### config.mk
export PLATFORM = sky130hd
export DESIGN_NAME = src_recovery_regs
export DESIGN_NICKNAME = d
export VERILOG_FILES = /design/src/src_pkg.sv /design/src/src_recovery_regs.sv
export SDC_FILE = /design/constraint.sdc
export NUM_CORES = 1
export LEC_CHECK = 0
export ABC_AREA = 1
export BUFFER_PORTS_ARGS = -buffer_cell sky130_fd_sc_hd__buf_2
export CAP_MARGIN = 20
export CORE_MARGIN = 4
export CORE_UTILIZATION = 55
export DETAILED_ROUTE_END_ITERATION = 16
export PLACE_DENSITY = 0.8
export REMOVE_ABC_BUFFERS = 1
export SLEW_MARGIN = 10
export SYNTH_ARGS = -nofsm -noshare
export SYNTH_HDL_FRONTEND = slang
export SYNTH_SLANG_ARGS = --single-unit
### constraint.sdc
create_clock -name core_clk -period 1.7 [get_ports core_clk]
set_input_delay 0.255 -clock core_clk [delete_from_list [all_inputs] [get_ports core_clk]]
set_output_delay 0.255 -clock core_clk [all_outputs]
set_load 0.03 [all_outputs]
### src/src_pkg.sv
// Package of offsets, field layouts, reset values and types for the recovery control registers.
package src_pkg;

	// ==========================================================================
	// Register map
	localparam logic [14:0] SRC_ADDR_RESET_CTRL = 15'h0206;
	localparam logic [14:0] SRC_ADDR_OPMODE     = 15'h0230;
	localparam logic [14:0] SRC_ADDR_EQ_CONFIG  = 15'h0250;

	// ==========================================================================
	// Reset values and writable bit masks
	localparam logic [7:0]  SRC_RST_RESET_CTRL  = 8'h01;
	localparam logic [7:0]  SRC_RST_OPMODE      = 8'h28;
	localparam logic [7:0]  SRC_RST_EQ_CONFIG   = 8'h80;
	localparam logic [7:0]  SRC_MASK_RESET_CTRL = 8'h01;
	localparam logic [7:0]  SRC_MASK_OPMODE     = 8'h3E;
	localparam logic [7:0]  SRC_MASK_EQ_CONFIG  = 8'hF0;

	// ==========================================================================
	// Field positions
	localparam int          SRC_RUN_BIT         = 0;
	localparam int          SRC_HALF_RATE_BIT   = 5;
	localparam int          SRC_DIV_LSB         = 1;
	localparam int          SRC_EQ_LSB          = 4;
	localparam logic [3:0]  SRC_EQ_MANUAL_CODE  = 4'h0;

	// ==========================================================================
	// Serial frame timing
	localparam logic [4:0]  SRC_INSTR_LAST      = 5'h0F;
	localparam logic [4:0]  SRC_FRAME_LAST      = 5'h17;

	typedef enum logic [1:0] {
		SRC_IDLE,
		SRC_INSTR,
		SRC_DATA,
		SRC_DONE
	} src_state_e;

	typedef struct packed {
		logic       recovery_reset;
		logic       half_rate;
		logic [1:0] oversample_div;
		logic       eq_manual;
		logic [3:0] eq_boost;
	} src_ctrl_s;

endpackage : src_pkg

### src/src_recovery_regs.sv
// Serial-port register bank for receive clock recovery and equalizer control.
`timescale 1ns/1ps
module src_recovery_regs
	import src_pkg::*;
(
	input  wire logic      core_clk,
	input  wire logic      srst,
	input  wire logic      spi_csb_n,
	input  wire logic      spi_sclk,
	input  wire logic      spi_sdi,
	output logic           spi_sdo,
	output logic           spi_sdo_oe,
	output src_ctrl_s      ctrl
);

	// ==========================================================================
	// Serial port front end
	// The serial clock is oversampled, so it must stay well below a quarter of core_clk.
	logic       sclk_reg;
	logic       sclk_rise;
	logic       sclk_fall;
	src_state_e state_reg,  state_next;
	logic [4:0] cnt_reg,    cnt_next;
	logic [15:0] sh_reg,    sh_next;
	logic       rd_reg,     rd_next;
	logic [14:0] addr_reg,  addr_next;
	logic [7:0] out_reg,    out_next;
	logic       sdo_reg,    sdo_next;
	logic       oe_reg,     oe_next;
	logic       wr_stb;
	logic [7:0] wr_data;

	// ==========================================================================
	// Read decode
	function automatic logic [7:0] rd_value(input logic [14:0] a, input logic [7:0] rc,
		input logic [7:0] om, input logic [7:0] eq);
		logic [7:0] v;
		v = 8'h00;
		case (a)
			SRC_ADDR_RESET_CTRL: v = rc;
			SRC_ADDR_OPMODE:     v = om;
			SRC_ADDR_EQ_CONFIG:  v = eq;
			// Unmapped addresses all answer zero.
			default:             v = 8'h00;
		endcase
		return v;
	endfunction : rd_value

	logic [7:0] rc_reg, rc_next;
	logic [7:0] om_reg, om_next;
	logic [7:0] eq_reg, eq_next;

	// The previous sample resets low like an idle serial clock, so no false edge follows reset.
	assign sclk_rise = spi_sclk & ~sclk_reg;
	assign sclk_fall = ~spi_sclk & sclk_reg;

	always_comb begin
		state_next = state_reg;
		cnt_next   = cnt_reg;
		sh_next    = sh_reg;
		rd_next    = rd_reg;
		addr_next  = addr_reg;
		out_next   = out_reg;
		sdo_next   = sdo_reg;
		oe_next    = oe_reg;
		wr_stb     = 1'b0;
		wr_data    = sh_reg[7:0];
		if (spi_csb_n) begin
			// Chip select high cuts any frame short before its write strobe.
			state_next = SRC_IDLE;
			cnt_next   = 5'h00;
			sdo_next   = 1'b0;
			oe_next    = 1'b0;
		end else begin
			case (state_reg)
				SRC_IDLE: begin
					// One idle cycle lets the edge detector settle on the new frame.
					state_next = SRC_INSTR;
					cnt_next   = 5'h00;
				end
				SRC_INSTR: begin
					if (sclk_rise) begin
						sh_next  = {sh_reg[14:0], spi_sdi};
						cnt_next = 5'(cnt_reg + 5'h01);
						// The read byte is captured here, so it shows the register as addressed.
						if (cnt_reg == SRC_INSTR_LAST) begin
							rd_next    = sh_reg[14];
							addr_next  = {sh_reg[13:0], spi_sdi};
							out_next   = rd_value({sh_reg[13:0], spi_sdi}, rc_reg, om_reg, eq_reg);
							state_next = SRC_DATA;
						end
					end
				end
				SRC_DATA: begin
					// Read data leaves on the falling edge so the host can sample it on the rise.
					if (sclk_fall && rd_reg) begin
						sdo_next = out_reg[7];
						oe_next  = 1'b1;
						out_next = {out_reg[6:0], 1'b0};
					end
					if (sclk_rise) begin
						sh_next  = {sh_reg[14:0], spi_sdi};
						cnt_next = 5'(cnt_reg + 5'h01);
						// The strobe fires only on the last bit, so a partial byte writes nothing.
						if (cnt_reg == SRC_FRAME_LAST) begin
							wr_stb     = ~rd_reg;
							wr_data    = {sh_reg[6:0], spi_sdi};
							state_next = SRC_DONE;
						end
					end
				end
				SRC_DONE: begin
					// Extra clocks after one byte are ignored until chip select rises.
					state_next = SRC_DONE;
				end
				default: state_next = SRC_IDLE;
			endcase
		end
	end

	// Reset drops any frame in flight; the host must send it again.
	always_ff @(posedge core_clk) begin
		if (srst) begin
			sclk_reg  <= 1'b0;
			state_reg <= SRC_IDLE;
			cnt_reg   <= 5'h00;
			sh_reg    <= 16'h0000;
			rd_reg    <= 1'b0;
			addr_reg  <= 15'h0000;
			out_reg   <= 8'h00;
			sdo_reg   <= 1'b0;
			oe_reg    <= 1'b0;
		end else begin
			sclk_reg  <= spi_sclk;
			state_reg <= state_next;
			cnt_reg   <= cnt_next;
			sh_reg    <= sh_next;
			rd_reg    <= rd_next;
			addr_reg  <= addr_next;
			out_reg   <= out_next;
			sdo_reg   <= sdo_next;
			oe_reg    <= oe_next;
		end
	end

	// ==========================================================================
	// Register storage
	// Reserved bits are masked on write, so they keep their reset values.
	always_comb begin
		rc_next = rc_reg;
		om_next = om_reg;
		eq_next = eq_reg;
		if (wr_stb) begin
			case (addr_reg)
				SRC_ADDR_RESET_CTRL: begin
					// Only the run bit exists; the other bits read zero.
					rc_next = wr_data & SRC_MASK_RESET_CTRL;
				end
				SRC_ADDR_OPMODE: begin
					om_next = (om_reg & ~SRC_MASK_OPMODE) | (wr_data & SRC_MASK_OPMODE);
				end
				SRC_ADDR_EQ_CONFIG: begin
					eq_next = wr_data & SRC_MASK_EQ_CONFIG;
				end
				default: ;
			endcase
		end
	end

	always_ff @(posedge core_clk) begin
		if (srst) begin
			rc_reg <= SRC_RST_RESET_CTRL;
			om_reg <= SRC_RST_OPMODE;
			eq_reg <= SRC_RST_EQ_CONFIG;
		end else begin
			rc_reg <= rc_next;
			om_reg <= om_next;
			eq_reg <= eq_next;
		end
	end

	// ==========================================================================
	// Control outputs
	// Decoded into flops so the recovery datapath sees glitch-free levels.
	// One decoder feeds both the reset value and the running value, so they cannot drift apart.
	function automatic src_ctrl_s ctrl_decode(input logic [7:0] rc, input logic [7:0] om, input logic [7:0] eq);
		src_ctrl_s c;
		c                = '0;
		c.recovery_reset = ~rc[SRC_RUN_BIT];
		c.half_rate      = om[SRC_HALF_RATE_BIT];
		c.oversample_div = om[SRC_DIV_LSB +: 2];
		c.eq_boost       = eq[SRC_EQ_LSB +: 4];
		c.eq_manual      = (eq[SRC_EQ_LSB +: 4] == SRC_EQ_MANUAL_CODE);
		return c;
	endfunction : ctrl_decode

	src_ctrl_s ctrl_reg, ctrl_next;

	always_comb begin
		ctrl_next = ctrl_decode(rc_reg, om_reg, eq_reg);
	end

	always_ff @(posedge core_clk) begin
		if (srst) begin
			ctrl_reg <= ctrl_decode(SRC_RST_RESET_CTRL, SRC_RST_OPMODE, SRC_RST_EQ_CONFIG);
		end else begin
			ctrl_reg <= ctrl_next;
		end
	end

	// ==========================================================================
	// Outputs
	assign ctrl       = ctrl_reg;
	assign spi_sdo    = sdo_reg;
	assign spi_sdo_oe = oe_reg;

endmodule : src_recovery_regs

== Word level (Yosys, flattened, before mapping) ==
Cells that the tools add are included.

* Bits in registers: 71
* Bits in latches: 0
* Memory bits (writable): 0
* ROM bits: 0
* Output and inout bits: 11
* Memories: 0

* Add/sub/neg operators: 1
* Multiply operators: 0
* Div/mod/pow operators: 0
* Magnitude comparators: 0
* Eq/ne operators: 17
* Shift-type cells: 0
* Muxes and demuxes: 20
* Bitwise gates (word level): 8
* Reductions and logical operators: 16

{| class="wikitable"
|+ Operators with widths
! operator !! number
|-
| 15-bit by 10-bit equality test with 1-bit output, second input constant || 6
|-
| 8-bit two-way mux || 7
|-
| 8-bit one-hot mux with 3 select lines || 1
|-
| 8-bit one-hot mux with 2 select lines || 1
|-
| 2-bit inequality test, second input constant || 5
|-
| 5-bit one-hot mux with 2 select lines || 1
|-
| 2-bit AND reduction || 5
|-
| 2-bit two-way mux || 4
|-
| 8-bit by 6-bit bitwise OR with 8-bit output || 1
|-
| 2-bit one-hot mux with 4 select lines || 1
|-
| 4-bit AND reduction || 2
|-
| 5-bit by 1-bit adder with 5-bit output, second input constant || 1
|-
| 5-bit by 4-bit equality test with 1-bit output, second input constant || 1
|-
| 5-bit equality test, second input constant || 1
|-
| 5-bit two-way mux || 1
|-
| 1-bit inverter || 5
|-
| 5-bit AND reduction || 1
|-
| 2-bit equality test, second input constant || 2
|-
| 4-bit logical NOT || 1
|-
| 1-bit two-way mux || 4
|-
| 2-bit nonzero test || 2
|-
| 2-bit OR reduction || 2
|-
| 3-bit AND reduction || 1
|-
| 1-bit AND || 2
|-
| other kinds (4) || 4
|}

== Depth between registers and ports, before layout ==
* Depth after elaboration: 6
* Depth in mapped cells: 11
* Mapped depth without buffers: 11

== Least setup slack after synthesis ==
No wires, ideal clock.

* Kind: reg2reg
* From: reg cnt_reg[0]
* To: reg out_reg[0]
* Library setup time: 70 ps
* Data arrival time: 1438 ps
* Required time: 1630 ps
* Setup slack: 192 ps
* Stages on the path, launching flop included: 11
* Buffers on the path: 0
* Clock period less this slack: 1508 ps
* Cell sequence: dfxtp_1 -> ha_1 -> nand2_1 -> nor2_1 -> ha_1 -> nor2_1 -> nor3_2 -> nand3_2 -> inv_2 -> o21ai_0 -> a21oi_1

* Longest elaborated chain between the ends: 3

{| class="wikitable"
|+ Ends and longest elaborated chain
! element !! RTL line !! RTL
|-
| start: declaration || src_recovery_regs.sv:23 || <nowiki>logic [4:0] cnt_reg, cnt_next;</nowiki>
|-
| start signal: assignment || src_recovery_regs.sv:136 || <nowiki>cnt_reg <= cnt_next;</nowiki>
|-
| 5-bit by 4-bit equality test with 1-bit output || src_recovery_regs.sv:86 || <nowiki>if (cnt_reg == SRC_INSTR_LAST) begin</nowiki>
|-
| 2-bit inequality test (no line) || n/a ||
|-
| 5-bit AND reduction (no line) || n/a ||
|-
| end signal: assignment || src_recovery_regs.sv:140 || <nowiki>out_reg <= out_next;</nowiki>
|-
| end: declaration || src_recovery_regs.sv:27 || <nowiki>logic [7:0] out_reg, out_next;</nowiki>
|}

Every way passes these cells.
A chain may end at the register's enable or synchronous reset.

== Final worst setup path ==
* From: reg state_reg[0]
* To: reg out_reg[5]

* Longest elaborated chain between the ends: 3
* Elaborated cells between the ends (all ways): 8
* Classes of those cells: 5 x eq/ne; 1 x mux; 2 x reduce/logical

{| class="wikitable"
|+ Ends and longest elaborated chain
! element !! RTL line !! RTL
|-
| start: declaration || src_recovery_regs.sv:22 || <nowiki>src_state_e state_reg, state_next;</nowiki>
|-
| start signal: assignment || src_recovery_regs.sv:135 || <nowiki>state_reg <= state_next;</nowiki>
|-
| 2-bit equality test or 2-bit by 1-bit equality test with 1-bit output (tied branches) || src_recovery_regs.sv:75 || <nowiki>case (state_reg)</nowiki>
|-
| 2-bit inequality test (no line) or 2-bit nonzero test (tied branches) || n/a ||
|-
| 5-bit AND reduction (no line) || n/a ||
|}

Parallel ways exist; a longest one is shown, timed or not.

==> run summary <==
fillcell total -> 449
Area Overhead vs Synth -> 16.2%
Tot GR Track Use -> 20.6%
Initial Utilization -> 56.8%
worst skew pair latency -> 0.34 ns
gr ovfl total -> 0
Clock Tree Buf Depth -> 2
post-route setup slack -> 0.0535 ns
Die H -> 80.6 um
Max IR drop VDD -> 0.942 mV
register area -> 1360 sq um
final setup violating endpoints -> 0
CP required -> 1.93 ns
row count -> 26
Synth Area in Compound Gates -> 17.4%
CP startpoint kind -> flop
Reg clk slew, reported paths -> 0.07 ns
synth unique cells -> 27
Final Non-Filler Cells -> 491
ant diodes -> 0
synthesized area per cell -> 7.47 sq um
largest net degree at the start of global routing -> 50
cell area after synthesis -> 2900 sq um
Routed WL per cell -> 12.4 um
CP Cell Sequence -> inv_1 -> ha_2 -> buf_4 -> nand2_1 -> nand3_4 -> clkinvlp_4 -> o21ai_1 -> a21oi_1
Register-to-Register Setup Slack -> 0.05 ns
CTS Root Cell -> clkbuf_8
Synth Register Bits -> 68
sequential share of the synthesized area -> 46.9%
max frequency -> 0.607 GHz
Slew Limit Fails -> 0
DRC Markers -> 0
RSZ-0062 raised after global routing -> true
cell family with most CP delay -> buffers and inverters
clock network power share -> 38.5%
pre-CTS setup slack -> -0.00568 ns
post-route minimum period -> 1.65 ns
CP Buf/Inv Count -> 3
WL final -> 6060 um
vias post-DR -> 2513
area of the multi-input gates -> 1360 sq um
FF-to-FF End -> out_reg[5]
overall power -> 3.05 mW
Crit-path slowest cell -> dfxtp_1
R2R depth -> 8
Final GP Congestion -> 0.878
Detail Route Antenna Nets -> 0
vias per inst -> 5.12
Syn Inst Count -> 388
simple-gate share of the synthesized area -> 23.8%
Post-Place Cells -> 464
commonest non-fill, non-tap cell in the layout -> dfxtp_1
switching part of the total -> 24.6%
Largest stage delay, worst path -> 0.32 ns
Critical path origin -> state_reg[0]
I/O Pins -> 16
Worst R2R Start -> state_reg[0]
Worst Max-Slew Pin Slew -> 0.493 ns
outcome -> complete, no violations
slew margin rel. -> 67.1%
synth warn -> 0
antenna violations before repair -> 0
Power Density -> 905 nW/um^2
hold buffers post-CTS -> 0
fin nets -> 427
max-cap violations -> 0
total iterations of the first detailed-routing run -> 4
clk_skew -> 0.00613 ns
CP max FO -> 12
initial drt markers -> 110
Min-Delay Path Class -> input pin to flop
critical path class -> flop to flop
first-pass GRT wire length -> 10400 um
largest family of logic cells by synthesized area -> simple AND/OR/NAND/NOR gates
Worst setup EP type -> flop
Hold Fails Final Rpt -> 0
# port buffers -> 15
CTS tree -> yes
HPWL after DPL -> 4110 um
# clock sinks -> 68
crit path capture -> out_reg[5]
Internal -> 2.30 mW
Core ar. -> 5110 sq um
Pleak -> 1.42 nW
TritonCTS Buffers -> 9
NetSw -> 0.752 mW
final core occ -> 66.0%
Flop pwr share -> 54.3%
Comb pwr share -> 7.2%
Final period util -> 96.9%
most frequent cells in the layout -> dfxtp_1, nor2_1, nand2_1
XOR/XNOR share of the synthesized area -> 0%
full die area -> 6500 sq um
vias in the first global route -> 2382
adder-cell share of the synthesized area -> 2.59%
share of layout cells above drive strength 1 -> 17.8%
H-tree depth -> 3
die width -> 80.6 um
WP depth -> 8
fraction of synthesized area in multiplexers -> 0%
CP arrival -> 1.88 ns
worst min path at each step:
stage                     slack (ns)      start  cells after the start  endpoint
after floorplan                 0.32       srst                      1   ctrl[8]
after global placement          0.43    spi_sdo                      2   spi_sdo
after detailed placement        0.43  om_reg[2]                      2   ctrl[6]
after CTS                       0.16   spi_sclk                      3  sclk_reg
after global routing            0.20   spi_sclk                      3  sclk_reg
final                           0.20   spi_sclk                      3  sclk_reg
through the flow:
step,area (sq um),hold slack [ns],setup TNS (ns)
2_1_floorplan,2820,0.322,-0.898
3_3_place_gp,3020,0.431,0
3_5_place_dp,3020,0.432,-0.0135
4_1_cts,3280,0.165,0
5_1_grt,3370,0.205,-0.123
6_report,3370,0.204,0
repair_timing:
| item | 4_1_cts | 5_1_grt |
|---|---|---|
| gates cloned | 2 | 0 |
| gates resized for setup | 13 | 18 |
| pin swaps | 5 | 5 |
| setup endpoints to repair | 8 | 27 |
| buffers inserted | 4 | 5 |
worst reg2reg max path, stage by stage, from the launching register on:
cell and delay [ns]:
dfxtp_1 0.32, inv_1 0.13, ha_2 0.27, buf_4 0.20, nand2_1 0.15, nand3_4 0.17
clkinvlp_4 0.13, o21ai_1 0.14, a21oi_1 0.05
cells in the mapped netlist:
master	instances	share of area (%)
o22ai_1	1	0.22
clkinv_1	1	0.13
nor2_1	59	7.6
buf_6	2	0.78
o21ai_0	47	8.1
nor2_4	3	1.2
a21oi_1	44	7.6
nor3_2	1	0.35
or2_2	2	0.43
nand2_1	48	6.2
nand4_1	10	2.2
ha_1	6	2.6
dfxtp_1	68	47
nand3_2	3	1.0
nand3_1	20	3.5
o211ai_1	4	1.0
nand2_2	1	0.22
buf_4	4	1.0
clkbuf_1	6	0.78
a211oi_1	1	0.26
inv_1	45	5.8
inv_2	3	0.39
nor4_1	1	0.22
o21ai_1	1	0.17
buf_2	2	0.35
nor3_1	3	0.52
nor2_2	2	0.43
metal layers:
metal	up-vias	wire (um)	track usage, %
met4	0	91	6.76
met1	1122	2810	25.2
met5	-	0	0
met3	12	354	7.40
met2	53	2810	33.4
li1	1326	-	-
cell families after synthesis:
group           count (synthesis)
simple gates                  153
compound gates                 98
flops                          68
buf+inv                        63
fa+ha+maj                       6
final cells by class:
type	count	area share (%)
Sequential cell	68	40.5
Multi-Input combinational cell	258	40.3
Inverter	49	5.64
Timing Repair Buffer	29	5.46
Clock buffer	12	4.60
Tap cell	70	2.60
Clock inverter	4	0.705
Timing Repair inverter	1	0.223
power groups by stage:
stage | clock network, mW | registers, mW | logic [mW]
after floorplan | 0 | 1.68 | 0.143
after global placement | 0 | 1.69 | 0.188
after detailed placement | 0 | 1.69 | 0.195
after CTS | 1.21 | 1.66 | 0.213
after global routing | 1.26 | 1.66 | 0.248
final | 1.17 | 1.66 | 0.221
Power figures use the tool's default switching activity.
